### config.mk
export PLATFORM = sky130hd
export DESIGN_NAME = fcx_fault_unit
export DESIGN_NICKNAME = d
export VERILOG_FILES = /design/src/core/fcx_escalate.v /design/src/core/fcx_fault_unit.v
export VERILOG_INCLUDE_DIRS = /design/src /design/src/core
export SDC_FILE = /design/constraint.sdc
export NUM_CORES = 1
export LEC_CHECK = 0
export BUFFER_PORTS_ARGS = -buffer_cell sky130_fd_sc_hd__buf_2
export CORE_MARGIN = 1.5
export CORE_UTILIZATION = 38
export CTS_CLUSTER_DIAMETER = 120
export DETAILED_ROUTE_END_ITERATION = 6
export GPL_TIMING_DRIVEN = 0
export PLACE_DENSITY = 0.68
export SYNTH_ARGS = -nofsm -noshare
export SYNTH_HDL_FRONTEND = slang
export SYNTH_SLANG_ARGS = --single-unit
### constraint.sdc
create_clock -name clk_sys -period 5.9 [get_ports clk_sys]
set_clock_uncertainty 0.2 [all_clocks]
set_input_delay 0.59 -clock clk_sys [delete_from_list [all_inputs] [get_ports clk_sys]]
set_output_delay 0.59 -clock clk_sys [all_outputs]
set_load 0.05 [all_outputs]
### src/core/fcx_consts.vh
`ifndef FCX_CONSTS_VH
`define FCX_CONSTS_VH

// ----------------------------------------------------------------
// register byte offsets
// ----------------------------------------------------------------
`define FCX_ADDR_W          8
`define FCX_OFS_HARD_STAT   8'h00
`define FCX_OFS_MM_STAT     8'h04
`define FCX_OFS_BUS_STAT    8'h08
`define FCX_OFS_USAGE_STAT  8'h0C
`define FCX_OFS_MM_ADDR     8'h10
`define FCX_OFS_BUS_ADDR    8'h14
`define FCX_OFS_PRI_CFG     8'h18
`define FCX_OFS_HND_EN      8'h1C
`define FCX_OFS_LOCK_STAT   8'h20

// ----------------------------------------------------------------
// status field positions
// ----------------------------------------------------------------
`define FCX_HF_VECTOR       1
`define FCX_HF_ESCALATE     30
`define FCX_MM_INSTR        0
`define FCX_MM_DATA         1
`define FCX_MM_POP          3
`define FCX_MM_PUSH         4
`define FCX_MM_ADDR_VALID   7
`define FCX_BF_IFETCH       0
`define FCX_BF_EXACT        1
`define FCX_BF_INEXACT      2
`define FCX_BF_POP          3
`define FCX_BF_PUSH         4
`define FCX_BF_ADDR_VALID   7
`define FCX_UF_UNKNOWN_OP   0
`define FCX_UF_BAD_STATE    1
`define FCX_UF_BAD_RETURN   2
`define FCX_UF_NO_COPROC    3
`define FCX_UF_MISALIGN     8
`define FCX_UF_ZERO_DIV     9

// priority config: one field per configurable class, 8 bits apart
`define FCX_PRI_MM_LSB      0
`define FCX_PRI_BUS_LSB     8
`define FCX_PRI_USAGE_LSB   16
`define FCX_PRI_RESET       3'h0
`define FCX_HND_EN_RESET    3'h0

// ----------------------------------------------------------------
// handler classes on exec_class and fault_take_class
// ----------------------------------------------------------------
`define FCX_CLS_NONE        3'h0
`define FCX_CLS_HARD        3'h1
`define FCX_CLS_MM          3'h2
`define FCX_CLS_BUS         3'h3
`define FCX_CLS_USAGE       3'h4
`define FCX_CLS_NMI         3'h5
`define FCX_CLS_OTHER       3'h6

// ----------------------------------------------------------------
// valid exception return values
// ----------------------------------------------------------------
`define FCX_RET_HANDLER_MAIN 32'hFFFFFFF1
`define FCX_RET_THREAD_MAIN  32'hFFFFFFF9
`define FCX_RET_THREAD_PROC  32'hFFFFFFFD

`endif

### src/core/fcx_escalate.v
`timescale 1ns/1ns
// ----------------------------------------------------------------
// escalation test for one configurable fault class
// ----------------------------------------------------------------
module fcx_escalate #(
   parameter PRI_W = 3
) (
   input  wire             raise,
   input  wire             handler_en,
   input  wire             in_handler,
   input  wire [PRI_W-1:0] exec_pri,
   input  wire [PRI_W-1:0] class_pri,
   input  wire             exempt,
   output wire             escalate
);
   // lower number is higher priority; equal cannot preempt either
   wire cannot_preempt;
   assign cannot_preempt = in_handler & (class_pri >= exec_pri);
   // disabled handler goes to hard fault unless the event is exempt
   assign escalate = raise & ~exempt & (~handler_en | cannot_preempt);
endmodule // fcx_escalate

### src/core/fcx_fault_unit.v
// Implementation choices: the register offsets and the strobed register port.
`timescale 1ns/1ns
`include "fcx_consts.vh"

module fcx_fault_unit #(
   parameter PRI_W = 3
) (
   input  wire                   clk_sys,
   input  wire                   rst,
   // register port
   input  wire [`FCX_ADDR_W-1:0] reg_addr,
   input  wire [31:0]            reg_wdata,
   input  wire                   reg_wr,
   input  wire                   reg_rd,
   output reg  [31:0]            reg_rdata,
   // fault reports, one-cycle pulses
   input  wire                   ev_vector_bus_err,
   input  wire                   ev_fetch_mismatch,
   input  wire                   ev_fetch_never_execute,
   input  wire                   ev_data_mismatch,
   input  wire                   ev_push_mismatch,
   input  wire                   ev_pop_mismatch,
   input  wire                   ev_push_bus_err,
   input  wire                   ev_pop_bus_err,
   input  wire                   ev_prefetch_bus_err,
   input  wire                   ev_exact_bus_err,
   input  wire                   ev_inexact_bus_err,
   input  wire                   ev_coproc,
   input  wire                   ev_unknown_opcode,
   input  wire                   ev_bad_state,
   input  wire                   ev_misalign,
   input  wire                   ev_zero_div,
   input  wire                   ev_return_load,
   input  wire [31:0]            exception_return_value,
   input  wire [31:0]            fault_access_addr,
   // execution context
   input  wire                   in_handler,
   input  wire [2:0]             exec_class,
   input  wire [PRI_W-1:0]       exec_pri,
   input  wire                   entering_bus_handler,
   input  wire                   nmi_req,
   input  wire                   debug_halt,
   // results
   output reg                    fault_take,
   output reg  [2:0]             fault_take_class,
   output reg                    lockup
);

   // ----------------------------------------------------------------
   // registers
   // ----------------------------------------------------------------
   reg  [31:0]      hard_fault_status_q;
   reg  [7:0]       memmanage_fault_status_q;
   reg  [7:0]       bus_fault_status_q;
   reg  [9:0]       usage_fault_status_q;
   reg  [31:0]      memmanage_fault_addr_q;
   reg  [31:0]      bus_fault_addr_q;
   reg  [3*PRI_W-1:0] fault_priority_config_q;
   reg  [2:0]       fault_handler_enables_q;
   reg              lock_from_nmi_q;

   // ----------------------------------------------------------------
   // event decode
   // ----------------------------------------------------------------
   // never-execute counts whether or not the protection unit is on
   wire mm_instr_ev;
   wire ret_valid;
   wire bad_return_ev;
   wire [2:0] raise;
   assign mm_instr_ev   = ev_fetch_mismatch | ev_fetch_never_execute;
   // only the three all-ones return patterns are legal
   assign ret_valid     = (exception_return_value == `FCX_RET_HANDLER_MAIN) |
                          (exception_return_value == `FCX_RET_THREAD_MAIN) |
                          (exception_return_value == `FCX_RET_THREAD_PROC);
   assign bad_return_ev = ev_return_load & ~ret_valid;
   assign raise[0] = mm_instr_ev | ev_data_mismatch | ev_push_mismatch | ev_pop_mismatch;
   assign raise[1] = ev_push_bus_err | ev_pop_bus_err | ev_prefetch_bus_err |
                     ev_exact_bus_err | ev_inexact_bus_err;
   assign raise[2] = ev_coproc | ev_unknown_opcode | ev_bad_state | ev_misalign |
                     ev_zero_div | bad_return_ev;

   // ----------------------------------------------------------------
   // escalation per configurable class
   // ----------------------------------------------------------------
   // a push failure on the way into the bus handler is still serviced there
   wire [2:0] exempt;
   wire [2:0] escalate;
   assign exempt = {1'b0, ev_push_bus_err & entering_bus_handler, 1'b0};

   genvar gi;
   generate
      for (gi = 0; gi < 3; gi = gi + 1) begin : g_cls
         fcx_escalate #(
            .PRI_W      (PRI_W)
         ) u_esc (
            .raise      (raise[gi]),
            .handler_en (fault_handler_enables_q[gi]),
            .in_handler (in_handler),
            .exec_pri   (exec_pri),
            .class_pri  (fault_priority_config_q[gi*PRI_W +: PRI_W]),
            .exempt     (exempt[gi]),
            .escalate   (escalate[gi])
         );
      end
   endgenerate

   // a handler cannot preempt itself, whatever its priority field holds
   wire [2:0] self_class;
   wire [2:0] esc_any;
   assign self_class = {(exec_class == `FCX_CLS_USAGE),
                        (exec_class == `FCX_CLS_BUS),
                        (exec_class == `FCX_CLS_MM)};
   assign esc_any    = escalate | (raise & ~exempt & self_class);

   // ----------------------------------------------------------------
   // handler selection
   // ----------------------------------------------------------------
   // one fault is taken per cycle: mm first, then bus, then usage
   reg  [2:0] sel_class;
   reg        sel_escalate;
   reg        hard_req;
   reg        in_top_handler;
   always @* begin
      sel_class    = `FCX_CLS_NONE;
      sel_escalate = 1'b0;
      if (raise[0]) begin
         sel_class    = `FCX_CLS_MM;
         sel_escalate = esc_any[0];
      end else if (raise[1]) begin
         sel_class    = `FCX_CLS_BUS;
         sel_escalate = esc_any[1];
      end else if (raise[2]) begin
         sel_class    = `FCX_CLS_USAGE;
         sel_escalate = esc_any[2];
      end
      // an escalated fault still leaves its own cause flag behind
      hard_req       = ev_vector_bus_err | sel_escalate;
      in_top_handler = (exec_class == `FCX_CLS_HARD) | (exec_class == `FCX_CLS_NMI);
   end

   // ----------------------------------------------------------------
   // take and lockup
   // ----------------------------------------------------------------
   // hard fault preempts anything except nmi and itself; there it locks
   wire lock_enter;
   wire nmi_release;
   wire lock_leave;
   assign lock_enter  = hard_req & in_top_handler;
   // an nmi cannot end a lockup that the nmi handler itself caused
   assign nmi_release = nmi_req & ~lock_from_nmi_q;
   assign lock_leave  = debug_halt | nmi_release;

   always @(posedge clk_sys) begin
      if (rst) begin
         fault_take       <= 1'b0;
         fault_take_class <= `FCX_CLS_NONE;
         lockup           <= 1'b0;
         lock_from_nmi_q  <= 1'b0;
      end else begin
         fault_take       <= 1'b0;
         fault_take_class <= `FCX_CLS_NONE;
         if (lock_enter) begin
            lockup <= 1'b1;
            // a further hard fault while locked keeps the first origin
            if (!lockup) begin
               lock_from_nmi_q <= (exec_class == `FCX_CLS_NMI);
            end
         end else if (lockup) begin
            // no instruction runs in lockup, so nothing is taken
            if (lock_leave) begin
               lockup          <= 1'b0;
               lock_from_nmi_q <= 1'b0;
            end
         end else if (hard_req) begin
            // hard fault outranks every configurable class
            fault_take       <= 1'b1;
            fault_take_class <= `FCX_CLS_HARD;
         end else if (sel_class != `FCX_CLS_NONE) begin
            fault_take       <= 1'b1;
            fault_take_class <= sel_class;
         end
      end
   end

   // ----------------------------------------------------------------
   // cause flags, write one to clear, a new event beats the clear
   // ----------------------------------------------------------------
   reg  [31:0] hard_set;
   reg  [7:0]  mm_set;
   reg  [7:0]  bus_set;
   reg  [9:0]  usage_set;
   // several causes in one cycle all record, even when only one is taken
   always @* begin
      hard_set  = 32'h00000000;
      mm_set    = 8'h00;
      bus_set   = 8'h00;
      usage_set = 10'h000;
      hard_set[`FCX_HF_VECTOR]     = ev_vector_bus_err;
      hard_set[`FCX_HF_ESCALATE]   = sel_escalate;
      mm_set[`FCX_MM_INSTR]        = mm_instr_ev;
      mm_set[`FCX_MM_DATA]         = ev_data_mismatch;
      mm_set[`FCX_MM_PUSH]         = ev_push_mismatch;
      mm_set[`FCX_MM_POP]          = ev_pop_mismatch;
      mm_set[`FCX_MM_ADDR_VALID]   = ev_data_mismatch;
      bus_set[`FCX_BF_PUSH]        = ev_push_bus_err;
      bus_set[`FCX_BF_POP]         = ev_pop_bus_err;
      bus_set[`FCX_BF_IFETCH]      = ev_prefetch_bus_err;
      bus_set[`FCX_BF_EXACT]       = ev_exact_bus_err;
      bus_set[`FCX_BF_INEXACT]     = ev_inexact_bus_err;
      bus_set[`FCX_BF_ADDR_VALID]  = ev_exact_bus_err;
      usage_set[`FCX_UF_NO_COPROC] = ev_coproc;
      usage_set[`FCX_UF_UNKNOWN_OP] = ev_unknown_opcode;
      usage_set[`FCX_UF_BAD_STATE] = ev_bad_state;
      usage_set[`FCX_UF_BAD_RETURN] = bad_return_ev;
      usage_set[`FCX_UF_MISALIGN]  = ev_misalign;
      usage_set[`FCX_UF_ZERO_DIV]  = ev_zero_div;
   end

   // clear masks from a write to the matching status offset
   wire [31:0] wr_clr;
   wire        clr_hard;
   wire        clr_mm;
   wire        clr_bus;
   wire        clr_usage;
   assign wr_clr    = reg_wdata;
   assign clr_hard  = reg_wr & (reg_addr == `FCX_OFS_HARD_STAT);
   assign clr_mm    = reg_wr & (reg_addr == `FCX_OFS_MM_STAT);
   assign clr_bus   = reg_wr & (reg_addr == `FCX_OFS_BUS_STAT);
   assign clr_usage = reg_wr & (reg_addr == `FCX_OFS_USAGE_STAT);

   always @(posedge clk_sys) begin
      if (rst) begin
         hard_fault_status_q      <= 32'h00000000;
         memmanage_fault_status_q <= 8'h00;
         bus_fault_status_q       <= 8'h00;
         usage_fault_status_q     <= 10'h000;
      end else begin
         hard_fault_status_q      <= (hard_fault_status_q &
                                      ~(clr_hard ? wr_clr : 32'h00000000)) | hard_set;
         memmanage_fault_status_q <= (memmanage_fault_status_q &
                                      ~(clr_mm ? wr_clr[7:0] : 8'h00)) | mm_set;
         bus_fault_status_q       <= (bus_fault_status_q &
                                      ~(clr_bus ? wr_clr[7:0] : 8'h00)) | bus_set;
         usage_fault_status_q     <= (usage_fault_status_q &
                                      ~(clr_usage ? wr_clr[9:0] : 10'h000)) | usage_set;
      end
   end

   // ----------------------------------------------------------------
   // fault address capture
   // ----------------------------------------------------------------
   // only the exact data faults know the address that was accessed
   // a later fault overwrites the address; handlers read it on entry
   always @(posedge clk_sys) begin
      if (rst) begin
         memmanage_fault_addr_q <= 32'h00000000;
         bus_fault_addr_q       <= 32'h00000000;
      end else begin
         if (ev_data_mismatch) begin
            memmanage_fault_addr_q <= fault_access_addr;
         end
         if (ev_exact_bus_err) begin
            bus_fault_addr_q <= fault_access_addr;
         end
      end
   end

   // ----------------------------------------------------------------
   // configuration registers
   // ----------------------------------------------------------------
   // priorities and enables are the only plain read-write fields
   always @(posedge clk_sys) begin
      if (rst) begin
         fault_priority_config_q <= {3{`FCX_PRI_RESET}};
         fault_handler_enables_q <= `FCX_HND_EN_RESET;
      end else if (reg_wr) begin
         if (reg_addr == `FCX_OFS_PRI_CFG) begin
            fault_priority_config_q <= {reg_wdata[`FCX_PRI_USAGE_LSB +: PRI_W],
                                        reg_wdata[`FCX_PRI_BUS_LSB +: PRI_W],
                                        reg_wdata[`FCX_PRI_MM_LSB +: PRI_W]};
         end
         if (reg_addr == `FCX_OFS_HND_EN) begin
            fault_handler_enables_q <= reg_wdata[2:0];
         end
      end
   end

   // ----------------------------------------------------------------
   // read data, one cycle after the strobe, zero elsewhere
   // ----------------------------------------------------------------
   reg [31:0] rd_mux;
   always @* begin
      rd_mux = 32'h00000000;
      case (reg_addr)
         `FCX_OFS_HARD_STAT:  rd_mux = hard_fault_status_q;
         `FCX_OFS_MM_STAT:    rd_mux = {24'h000000, memmanage_fault_status_q};
         `FCX_OFS_BUS_STAT:   rd_mux = {24'h000000, bus_fault_status_q};
         `FCX_OFS_USAGE_STAT: rd_mux = {22'h000000, usage_fault_status_q};
         `FCX_OFS_MM_ADDR:    rd_mux = memmanage_fault_addr_q;
         `FCX_OFS_BUS_ADDR:   rd_mux = bus_fault_addr_q;
         `FCX_OFS_PRI_CFG: begin
            rd_mux[`FCX_PRI_MM_LSB +: PRI_W]    = fault_priority_config_q[0 +: PRI_W];
            rd_mux[`FCX_PRI_BUS_LSB +: PRI_W]   = fault_priority_config_q[PRI_W +: PRI_W];
            rd_mux[`FCX_PRI_USAGE_LSB +: PRI_W] = fault_priority_config_q[2*PRI_W +: PRI_W];
         end
         `FCX_OFS_HND_EN:     rd_mux = {29'h00000000, fault_handler_enables_q};
         `FCX_OFS_LOCK_STAT:  rd_mux = {30'h00000000, lock_from_nmi_q, lockup};
         default:             rd_mux = 32'h00000000;
      endcase
   end

   // data is zero outside the answer cycle
   always @(posedge clk_sys) begin
      if (rst) begin
         reg_rdata <= 32'h00000000;
      end else begin
         reg_rdata <= reg_rd ? rd_mux : 32'h00000000;
      end
   end

endmodule // fcx_fault_unit

* Yosys cells after proc, flatten, opt, wreduce, memory -nomap -nowiden
Cells that the tools add are included.
Word-level totals: register bits 172
Cells by class: $lt $le $gt $ge 3, equal/unequal tests 17, mux-type cells 27, bitwise gates (word level) 60, reductions and logical operators 10
Operators by type and width (count):
- 32-bit == test (second input constant) | 3
- 13-bit one-hot mux with 3 select lines | 1
- 32-bit AND | 1
- 8-bit by 5-bit == test with 1-bit output (second input constant) | 4
- 32-bit 2-to-1 mux | 1
- 32-bit inverter | 1
- 32-bit by 31-bit OR with 32-bit output | 1
- 5-bit one-hot mux with 6 select lines | 1
- 3-bit one-hot mux with 9 select lines | 1
- 1-bit OR | 21
- 8-bit AND | 2
- 8-bit by 4-bit == test with 1-bit output (second input constant) | 2
- 8-bit 2-to-1 mux | 2
- 8-bit inverter | 2
- 8-bit OR | 2
- 1-bit AND | 15
- 3-bit one-hot mux with 5 select lines | 1
- 5-bit one-hot mux with 3 select lines | 1
- 1-bit 2-to-1 mux | 14
- 3-bit one-hot mux with 4 select lines | 1
- 10-bit AND | 1
- 10-bit 2-to-1 mux | 1
- 10-bit inverter | 1
- 10-bit OR | 1
- other kinds (20) | 36

* Logic depth before layout (Yosys ltp)
Gate-level depths: netlist of the first run.
depth after elaboration 16, depth in mapped cells 9

* Hierarchy
From an unflattened synthesis of the first run, not the netlist that was laid out.
Second synthesis, totals: cell total of the unflattened synthesis 761, area total of the unflattened synthesis 7013.0 um^2
Modules (own cells, without submodules):
- fcx_fault_unit | times used 1, cells each 722, area each 6746.5 um^2
- fcx_escalate | times used 3, cells each 13, area each 88.8 um^2

* Least setup slack after synthesis of the first run
No wires, ideal clock.
path type input to register, from in ev_data_mismatch, to reg lock_from_nmi_q, setup time 0.073 ns, arrival time 2.431 ns, data required time 5.627 ns, path slack 3.195 ns, cell stages on the path 8, buffers on the path 1, cells stage by stage buf_6 > or4_4 > nor4_4 > o21a_1 > o211ai_1 > a311o_1 > o21ba_1 > nor3_2
Between the ends: cells in the longest elaborated chain, start to end 11, elaborated cells between the ends (all ways) 15
Ends and longest elaborated chain:
- from (decl) | line fcx_fault_unit.v:20 | input wire ev_data_mismatch,
- 1-bit OR * (3 in series) | line fcx_fault_unit.v:76 | assign raise[0] = mm_instr_ev | ev_data_mismatch | ev_push_mismatch | ev_pop_mismatch;
- 3-bit AND (2 in series) | line fcx_fault_unit.v:113 | assign esc_any = escalate | (raise & ~exempt & self_class);
- 3-bit OR | line fcx_fault_unit.v:113
- 1-bit 2-to-1 mux * | line fcx_fault_unit.v:126 | if (raise[0]) begin
- 1-bit OR * | line fcx_fault_unit.v:137 | hard_req = ev_vector_bus_err | sel_escalate;
- 1-bit AND * | line fcx_fault_unit.v:148 | assign lock_enter = hard_req & in_top_handler;
- 2-bit inequality test (no source line) or 2-bit nonzero test (tied branches)
- 3-bit AND reduction (no source line)
- to (signal assigned) | line fcx_fault_unit.v:166 | lock_from_nmi_q <= (exec_class == `FCX_CLS_NMI);
- to (decl) | line fcx_fault_unit.v:60 | reg lock_from_nmi_q;
Mark *: on every way between the ends. The rest lies on a longest branch, timed or not. A chain may end at the register's enable or synchronous reset.

* Final worst setup path of the first run
from in reg_addr[3], to reg hard_fault_status_q[8]
Between the ends: cells in the longest elaborated chain, start to end 6
Ends and longest elaborated chain:
- from (decl) | line fcx_fault_unit.v:11 | input wire [`FCX_ADDR_W-1:0] reg_addr,
- 8-bit logical NOT
- 1-bit AND | line fcx_fault_unit.v:226 | assign clr_hard = reg_wr & (reg_addr == `FCX_OFS_HARD_STAT);
- 32-bit 2-to-1 mux | line fcx_fault_unit.v:239 | ~(clr_hard ? wr_clr : 32'h00000000)) | hard_set;
- 32-bit inverter | line fcx_fault_unit.v:239
- 32-bit AND | line fcx_fault_unit.v:238 | hard_fault_status_q <= (hard_fault_status_q &
- 32-bit by 31-bit OR with 32-bit output | line fcx_fault_unit.v:239
- to (signal assigned) | line fcx_fault_unit.v:238
- to (decl) | line fcx_fault_unit.v:52 | reg [31:0] hard_fault_status_q;
No other way between the ends.

==> results of run 1 <==
[path summary, 6_finish.rpt]
check                                                 from  depth (start not counted)  slack [ns]                 endpoint
worst max-delay path                           reg_addr[3]                          7        2.72   hard_fault_status_q[8]
worst min-delay path                         reg_wdata[22]                          2        0.11  hard_fault_status_q[22]
worst max register to register  fault_priority_config_q[6]                          9        3.34          lock_from_nmi_q
worst min register to register     hard_fault_status_q[10]                          2        0.25  hard_fault_status_q[10]
[state kept, by name, indices dropped and copies added (netlist names)]
name,cells
bus_fault_addr_q,32
hard_fault_status_q,32
memmanage_fault_addr_q,32
reg_rdata,32
usage_fault_status_q,10
fault_priority_config_q,9
bus_fault_status_q,8
memmanage_fault_status_q,8
fault_handler_enables_q,3
fault_take_class,3
fault_take,1
lock_from_nmi_q,1
lockup,1
[layout make-up]
type / instances / area, sq um
Antenna cell: 2 / 5.005
Buffer: 47 / 183.9
Clock buffer: 20 / 466.7
Clock inverter: 12 / 147.6
Fill cell: 1708 / 8837
Inverter: 8 / 30.03
Multi-Input combinational cell: 491 / 3065
Sequential cell: 172 / 3443
Tap cell: 225 / 281.5
Timing Repair Buffer: 167 / 835.8
[critical path, cell delays in order]
cell      delay, ns
clkbuf_1       0.23
or4_1          0.73
nor3_2         0.44
and2_1         0.20
clkbuf_1       0.31
clkbuf_1       0.60
a21oi_1        0.16
[metal layers]
| metal | vias to the layer above | routed length, microns | global-route usage, % |
|---|---|---|---|
| li1 | 2931 | - | - |
| met1 | 2889 | 8966 | 29.71 |
| met2 | 277 | 9375 | 35.19 |
| met3 | 41 | 1963 | 7.010 |
| met4 | 4 | 543 | 9.338 |
| met5 | - | 17 | 0 |
[stage by stage]
stage	power [uW]	worst slack (ns)	cells	hold slack [ns]
final	2570	2.721	1144	0.1113
after global routing	2652	2.635	1144	0.1006
after CTS	2578	2.770	1142	0.09593
after detailed placement	1427	2.321	1110	0.2361
after global placement	1424	2.396	1110	0.2346
after floorplan	1334	3.195	718	0.2259
[cell usage in the layout (no fill, tap or decap), drive strengths merged, types with 5 or more instances in the layout]
cell type	instances
o21ai	7
buf	172
a31oi	6
a222oi	35
clkbuf	62
a21oi	76
ha	9
nor3	8
a22oi	5
dfxtp	172
nand4	7
nand2	49
nand3	12
inv	14
nand2b	46
nor4	5
mux2i	71
nor2	119
[cells by family (layout without fill, tap and decap cells)]
logic type               Yosys count  in the layout  share of synthesized area, %
buffers and inverters             55            254                         3.185
AND/OR/NAND/NOR                  266            266                         18.83
multiplexers                      71             71                         10.58
flip-flops                       172            172                         51.26
AO/OA/AOI/OAI                    145            145                         14.47
adder cells (fa/ha/maj)            9              9                         1.676
other                              0              2                             0
[power groups by stage]
stage                     Combinational [uW]  Sequential [uW]  Clock, uW
after CTS                                185             1220       1170
final                                    186             1220       1170
after detailed placement                 184             1240          0
after global routing                     202             1220       1230
after global placement                   181             1240          0
after floorplan                         91.4             1240          0
==> flow_summary.json, run 1 <==
{
  "status": "finished, final reports clean",
  "tns_ns": 0,
  "synth_ff_type": "dfxtp_1",
  "die_area_sq_um": 18490,
  "tightest_slew_ns": 0.8836,
  "layout.nets": 1048,
  "yosys-top-cells-area": "dfxtp_1 51%, mux2i_1 11%, nor2_1 6.6%",
  "avgSynthCellArea_sq_um": 9.356,
  "synthToLayoutAreaGrowth_pct": 25.93,
  "maxCapViolCount": 0,
  "post_cts_buffers": 0,
  "grt_max_degree": 17,
  "clock_latency_ns": 0.44,
  "drv_slew": 0,
  "initial_core_util_pct": 38.84,
  "yosysUniqueCellTypes": 42,
  "synth_seq_cells": 172,
  "synthTopCellsByCount": "172 x dfxtp_1, 119 x nor2_1, 76 x a21oi_1",
  "timing.final.crit_share_pct": 53.88,
  "synth_top_cell_by_area": "dfxtp_1",
  "synthArstFlopShare_pct": 0,
  "required_ns": 5.99,
  "first_pass_iters": 7,
  "final_area_sq_um": 8459,
  "htree_levels": 4,
  "ios": 172,
  "cts_sinks": 172,
  "final_hold_viol_count": 0,
  "syn_inst": 718,
  "relSlewSlack_pct": 41.09,
  "grt_pass1_vias": 5875,
  "dr.first_iter.drc_count": 669,
  "max_freq_mhz": 314.6,
  "clkSlewWorstSetupHoldPaths_ns": 0.07,
  "clockRootBuffer": "clkbuf_16",
  "grt_usage_pct": 22.83,
  "io_buffers": 167,
  "seqPwrFrac_pct": 47.4,
  "cts_resized": 0,
  "syn_area_sq_um": 6718,
  "startpoint_type": "primary input",
  "fin_util_pct": 48.91,
  "numCtsBuffers": 17,
  "drive_above_1_share_pct": 22.46,
  "synth-edff-count": 0,
  "hold_buffers": 0,
  "crit_type": "primary input to flop",
  "cts_tree": "built",
  "p_clk_share_pct": 45.3,
  "globalplace.congestion": 0.9215,
  "core_area_sq_um": 17300,
  "synth_top_area_share_pct": 51.26,
  "clk_path_buf_depth": 2,
  "routed_via_density": 5.369,
  "setup_viol": 0,
  "swShare_pct": 24.20,
  "wirelength_mm": 20.87,
  "final_antenna_net_count": 0,
  "finalCriticalPeriod_ns": 3.179,
  "grt_pass1_wl_mm": 31.62,
  "yosys_warnings": 0,
  "wl_per_cell_microns": 18.24,
  "ir_drop_uv": 198.3,
  "end_kind": "flop",
  "p_leak_uw": 0.003514,
  "seq_area_frac_synth_pct": 51.26,
  "dr_total_vias": 6142,
  "die_w_microns": 136.0,
  "pwr_density_cell_nw_per_um2": 303.8,
  "internal-power_uw": 1948,
  "rsz0062_at_grt": "false",
  "synth_nets": 862,
  "grt_overflow_total": 0,
  "rows": 48,
  "net-switching-power_uw": 621.8,
  "place_area_sq_um": 7835,
  "die_h_microns": 136.0,
  "cp_max_fo": 10,
  "drc": 0,
  "post-synth-top-count-cell": "dfxtp_1",
  "cp_data_arrival_time_ns": 3.27,
  "pwr-share-comb_pct": 7.2,
  "hpwlAfterDp_mm": 15.11,
  "hold_path.class": "primary input to flop",
  "grt_antenna_before_repair": 5
}
No activity file was read; power rests on OpenSTA's default activity.
==> inputs of run 2 (changes only) <==
- PLACE_DENSITY: 0.68 -> 0.71
- clock period: 5.9 -> 2.6 ns (I/O delays scaled with it)
==> run 2 against run 1 <==
  * The flow now finishes with violations (negative hold slack)
  * Register-to-register slack worse by 3.1 ns
  * Critical path depth grew 2
  * Clock power is 130% higher
  * Worst hold slack got worse by 0.13 ns
  * Global-route usage hardly changed
  * Non-clock buffer count rose by 80
  * Critical endpoint is now memmanage_fault_status_q[0]
  * Highest routed layer is now met4
==> flow_summary.json, run 2 (synthesis gave the netlist of run 1 again) <==
{
  "status": "finished, violations left",
  "violations": "negative hold slack",
  "rr_startpoint": "fault_priority_config_q[6]",
  "antennaDiodeCount": 0,
  "multi_input_area_sq_um": 3083,
  "endpoint": "memmanage_fault_status_q[0]",
  "wirelength_mm": 20.86,
  "die_area_sq_um": 18490,
  "clkSlewWorstSetupHoldPaths_ns": 0.06,
  "cts_tree": "built",
  "final_area_sq_um": 9315,
  "register_area_sq_um": 3443,
  "critPathLaunch": "reg_addr[5]",
  "grt_overflow_total": 0,
  "hpwlAfterDp_mm": 15.03,
  "required_ns": 2.70,
  "layout.nets": 1128,
  "final_antenna_net_count": 0,
  "startpoint_type": "primary input",
  "ff2ff_setup_slack_ns": 0.22,
  "layout_common_cells": "172 x dfxtp_1, 163 x buf_2, 118 x nor2_1, 78 x dlygate4sd3_1, 76 x a21oi_1",
  "htree_levels": 4,
  "io_buffers": 167,
  "final_common_cell": "dfxtp_1",
  "tns_ns": 0,
  "relSlewSlack_pct": 39.94,
  "ios": 172,
  "setup_viol": 0,
  "dr_total_vias": 6386,
  "finalCriticalPeriod_ns": 2.471,
  "rsz0062_at_grt": "false",
  "die_h_microns": 136.0,
  "dr.first_iter.drc_count": 665,
  "grt_antenna_before_repair": 0,
  "fin_ws_ns": 0.1287,
  "routed_via_density": 5.226,
  "drive_above_1_share_pct": 21.16,
  "globalplace.congestion": 0.8960,
  "drc": 0,
  "first_pass_iters": 6,
  "grt_max_degree": 17,
  "r2r_cells": 9,
  "place_area_sq_um": 7835,
  "total_power_uw": 5957,
  "cts_sinks": 172,
  "cp_max_fo": 9,
  "grt_pass1_vias": 6108,
  "ir_drop_uv": 519.3,
  "clk_path_buf_depth": 2,
  "pwr_density_cell_nw_per_um2": 639.5,
  "drv_slew": 0,
  "grt_usage_pct": 22.85,
  "end_kind": "flop",
  "synthToLayoutAreaGrowth_pct": 38.67,
  "grt_pass1_wl_mm": 32.00,
  "clockRootBuffer": "clkbuf_16",
  "fill_cells": 1582,
  "cp_data_arrival_time_ns": 2.57,
  "timing.final.crit_share_pct": 95.05,
  "clock_latency_ns": 0.43,
  "die_w_microns": 136.0,
  "initial_core_util_pct": 38.84,
  "numCtsBuffers": 17,
  "core_area_sq_um": 17300,
  "crit_type": "primary input to flop",
  "place_ws_ns": -0.5544,
  "max_freq_mhz": 404.7,
  "holdWs_ns": -0.02279,
  "tightest_slew_ns": 0.8948,
  "worstReg2RegEnd": "lock_from_nmi_q",
  "wl_per_cell_microns": 17.07,
  "rows": 48,
  "p_leak_uw": 0.003906,
  "final_hold_viol_count": 2,
  "hold_path.class": "primary input to flop",
  "maxCapViolCount": 0
}
## run 2: power by group
| part | leakage [uW] | internal [uW] | switching, uW |
|---|---|---|---|
| combinational | 0.00220 | 265 | 254 |
| clock | 0.000296 | 1600 | 1080 |
| sequential | 0.00141 | 2720 | 46.7 |
| total | 0.00391 | 4580 | 1380 |
## run 2: final cells by class
| cell class | instances | area share (%) |
|---|---|---|
| plain buffers | 47 | 2.028 |
| clock buffers | 20 | 5.010 |
| clock inverters | 12 | 1.719 |
| inverters | 8 | 0.3224 |
| multi-input cells | 491 | 33.10 |
| flip-flops and latches | 172 | 36.96 |
| well taps | 225 | 3.022 |
| repair buffers | 247 | 17.84 |
## run 2: metal layers
layer	GRT usage, %	vias to the layer above	part of all wire (%)
met5	0	-	0
met4	7.920	0	2.4
met3	6.078	42	8.5
met2	37.70	289	46
met1	28.82	2961	43
li1	-	3094	-
## run 2: worst min-delay path by stage
| stage | start | to | slack (ns) | cells after the start |
|---|---|---|---|---|
| final | ev_inexact_bus_err | bus_fault_status_q[2] | -0.02 | 3 |
| after global routing | ev_inexact_bus_err | bus_fault_status_q[2] | 0.003 | 3 |
| after CTS | exec_class[2] | lock_from_nmi_q | 0.02 | 4 |
| after detailed placement | reg_wdata[21] | hard_fault_status_q[21] | 0.23 | 2 |
| after global placement | reg_wdata[25] | hard_fault_status_q[25] | 0.23 | 2 |
| after floorplan | reg_wdata[5] | bus_fault_status_q[5] | 0.15 | 1 |
## run 2: metrics by stage
| stage | instances | util, % | hold WS (ns) |
|---|---|---|---|
| after floorplan | 718 | - | 0.1478 |
| after global placement | 1110 | 45.30 | 0.2313 |
| after detailed placement | 1110 | 45.30 | 0.2349 |
| after CTS | 1224 | 53.72 | 0.01818 |
| after global routing | 1222 | 53.86 | 0.002946 |
| final | 1222 | 53.86 | -0.02279 |
## run 2: timing repair
action / CTS / global route
setup endpoints to repair: 17 / 25
pin swaps: 0 / 5
endpoints found under the hold margin: 132 / 0
resized for setup: 4 / 10
hold buffers: 82 / 0
setup buffers: 0 / 2
## run 2: worst max-delay path, stage by stage
cell and delay [ns]:
buf_2 0.11, nor3_1 0.48, nand4b_1 0.24, nor2_2 0.46, and2_1 0.19, clkbuf_1 0.41
nand2_1 0.10, a211oi_1 0.25, nor2_1 0.05
==> inputs of run 3 (changes only) <==
- PLACE_DENSITY: 0.71 -> default
- PLACE_DENSITY_LB_ADDON: default -> 0.15
==> run 3 against run 2 <==
  * The flow still finishes with violations (negative hold slack)
  * Worst hold slack improved by 0.0028 ns
  * Largest cell class unchanged
  * Flip-flop and latch count did not move
  * Total power fell by 1.0%
  * Wire length rose by 4.0%
  * Worst setup slack got worse by 0.062 ns
  * Largest power group unchanged
  * Final area rose by 0.19%
  * Non-clock buffer count rose by 5
  * Register-to-register slack improved by 0.02 ns
  * Fmax fell by 2.4%
  * Clock power fell by 2%
  * Cell count rose by 0.25%
  * Critical path depth fell by 2
==> flow_summary.json, run 3 (synthesis gave the netlist of run 1 again) <==
{
  "status": "finished, violations left",
  "violations": "negative hold slack",
  "die_h_microns": 136.0,
  "initial_core_util_pct": 38.84,
  "clkSlewWorstSetupHoldPaths_ns": 0.06,
  "pwr-share-comb_pct": 8.9,
  "p_leak_uw": 0.003904,
  "routed_via_density": 5.196,
  "p_clk_share_pct": 44.2,
  "layout.nets": 1133,
  "io_buffers": 167,
  "grt_pass1_vias": 6180,
  "final_common_cell": "dfxtp_1",
  "layout_common_cells": "171 x dfxtp_1, 165 x buf_2, 118 x nor2_1, 84 x dlygate4sd3_1, 76 x a21oi_1",
  "seqPwrFrac_pct": 46.9,
  "clock_latency_ns": 0.44,
  "crit_type": "primary input to flop",
  "fill_cells": 1645,
  "synthToLayoutAreaGrowth_pct": 38.93,
  "wirelength_mm": 21.69,
  "min_from": "ev_inexact_bus_err",
  "die_area_sq_um": 18490,
  "net-switching-power_uw": 1355,
  "dp.cells": 1110,
  "cp_num_buf_inv": 3,
  "final_hold_viol_count": 1,
  "ir_drop_uv": 536.8,
  "rsz0062_at_grt": "false",
  "hold_path.class": "primary input to flop",
  "rows": 48,
  "tns_ns": 0,
  "rr_startpoint": "fault_priority_config_q[6]",
  "holdWs_ns": -0.01996,
  "setup_viol": 0,
  "grt_antenna_before_repair": 0,
  "clockRootBuffer": "clkbuf_16",
  "core_area_sq_um": 17300,
  "grt_pass1_wl_mm": 33.31,
  "end_kind": "flop",
  "grt_max_degree": 17,
  "grt_usage_pct": 23.93,
  "required_ns": 2.71,
  "internal-power_uw": 4539,
  "drv_slew": 0,
  "clk_path_buf_depth": 2,
  "layout.cells.non_filler": 1225,
  "cts_tree": "built",
  "pwr_density_cell_nw_per_um2": 631.6,
  "cp_data_arrival_time_ns": 2.64,
  "dr_total_vias": 6365,
  "slowest_stage": "or4_1",
  "startpoint_type": "primary input",
  "die_w_microns": 136.0,
  "r2r_cells": 9,
  "drive_above_1_share_pct": 21.60,
  "first_pass_iters": 6,
  "dr.first_iter.drc_count": 508,
  "numCtsBuffers": 17,
  "relSlewSlack_pct": 34.07,
  "globalplace.congestion": 0.8469,
  "cts_sinks": 172,
  "timing.final.crit_share_pct": 97.41,
  "ios": 172,
  "crit_chain": "clkbuf_1 > or4_1 > nor3_4 > and2_1 > clkbuf_1 > buf_2 > a21oi_1",
  "min_path_cells": 3,
  "hpwlAfterDp_mm": 15.25,
  "antennaDiodeCount": 0,
  "htree_levels": 4,
  "cp_common_cell": "clkbuf_1",
  "slowest_delay_ns": 0.74,
  "tightest_slew_ns": 0.9890,
  "grt_overflow_total": 0,
  "finalCriticalPeriod_ns": 2.533,
  "ff2ff_setup_slack_ns": 0.24,
  "final_antenna_net_count": 0,
  "critPathTopFamily": "simple AND/OR/NAND/NOR gates",
  "wl_per_cell_microns": 17.71,
  "drc": 0,
  "maxCapViolCount": 0,
  "place_ws_ns": -0.7953,
  "fin_ws_ns": 0.06723,
  "max_freq_mhz": 394.8,
  "cp_max_fo": 10,
  "worstReg2RegEnd": "lock_from_nmi_q",
  "swShare_pct": 22.99,
  "min_to": "bus_fault_status_q[2]"
}
-- run 3: cell count changes in the layout (fill, tap and decap cells not counted), sizes merged --
cell and change:
clkbuf -2, buf +4, clkinv +1, inv -3, dlymetal6s4s -3, dlygate4sd3 +6
-- run 3: repair_timing --
action	in CTS	in global routing
endpoints found under the hold margin	133	0
setup endpoints to repair	46	29
gates resized for setup	7	11
pin swaps	0	7
hold buffers	85	0
buffers inserted	0	4
-- run 3: final cells by class --
type                    instances  area [sq um]  area share [%]
plain buffers                  46         188.9           2.024
clock buffers                  20         456.7           4.893
clock inverters                10         142.6           1.528
inverters                       8         30.03          0.3218
multi-input cells             491          3084           33.05
flip-flops and latches        172          3445           36.91
well taps                     225         281.5           3.016
repair buffers                253          1704           18.26
-- run 3: power groups by stage --
stage | sequential (uW) | combinational, uW | clock, uW
floorplan | 2820 | 207 | 0
global placement | 2820 | 419 | 0
detailed placement | 2820 | 421 | 0
CTS | 2760 | 524 | 2640
global route | 2770 | 575 | 2730
finish | 2760 | 526 | 2610
-- run 3: worst min-delay path, delay by kind of cell --
family,cells,cell delay (ns)
AND/OR/NAND/NOR,1,0.07
buffers and inverters,1,0.19
AO/OA/AOI/OAI,1,0.05
-- run 3: layer usage --
metal / track usage [%] / part of all wire, % / vias up
met1: 32.34 / 47 / 2989
met2: 37.70 / 45 / 240
li1: - / - / 3106
met4: 7.506 / 1.6 / 0
met3: 5.779 / 6.9 / 30
met5: 0 / 0 / -
-- run 3: per-stage QoR --
stage,cell area [sq um],util [%],hold slack (ns),total power [uW]
floorplan,6718,-,0.1478,3027
global placement,7835,45.30,0.2310,3240
detailed placement,7835,45.30,0.2355,3242
CTS,9303,53.78,0.02984,5922
global route,9333,53.96,0.05565,6073
finish,9333,53.96,-0.01996,5895
-- run 3: worst max path at each step --
stage	slack [ns]	from	to	cells after the start
6_report	0.07	reg_addr[3]	hard_fault_status_q[4]	7
5_1_grt	0.005	ev_push_mismatch	lock_from_nmi_q	9
4_1_cts	0.004	reg_addr[3]	reg_rdata[2]	6
3_5_place_dp	-0.80	reg_addr[3]	hard_fault_status_q[4]	7
3_3_place_gp	-0.78	reg_addr[3]	hard_fault_status_q[3]	7
2_1_floorplan	0.23	ev_data_mismatch	lock_from_nmi_q	8
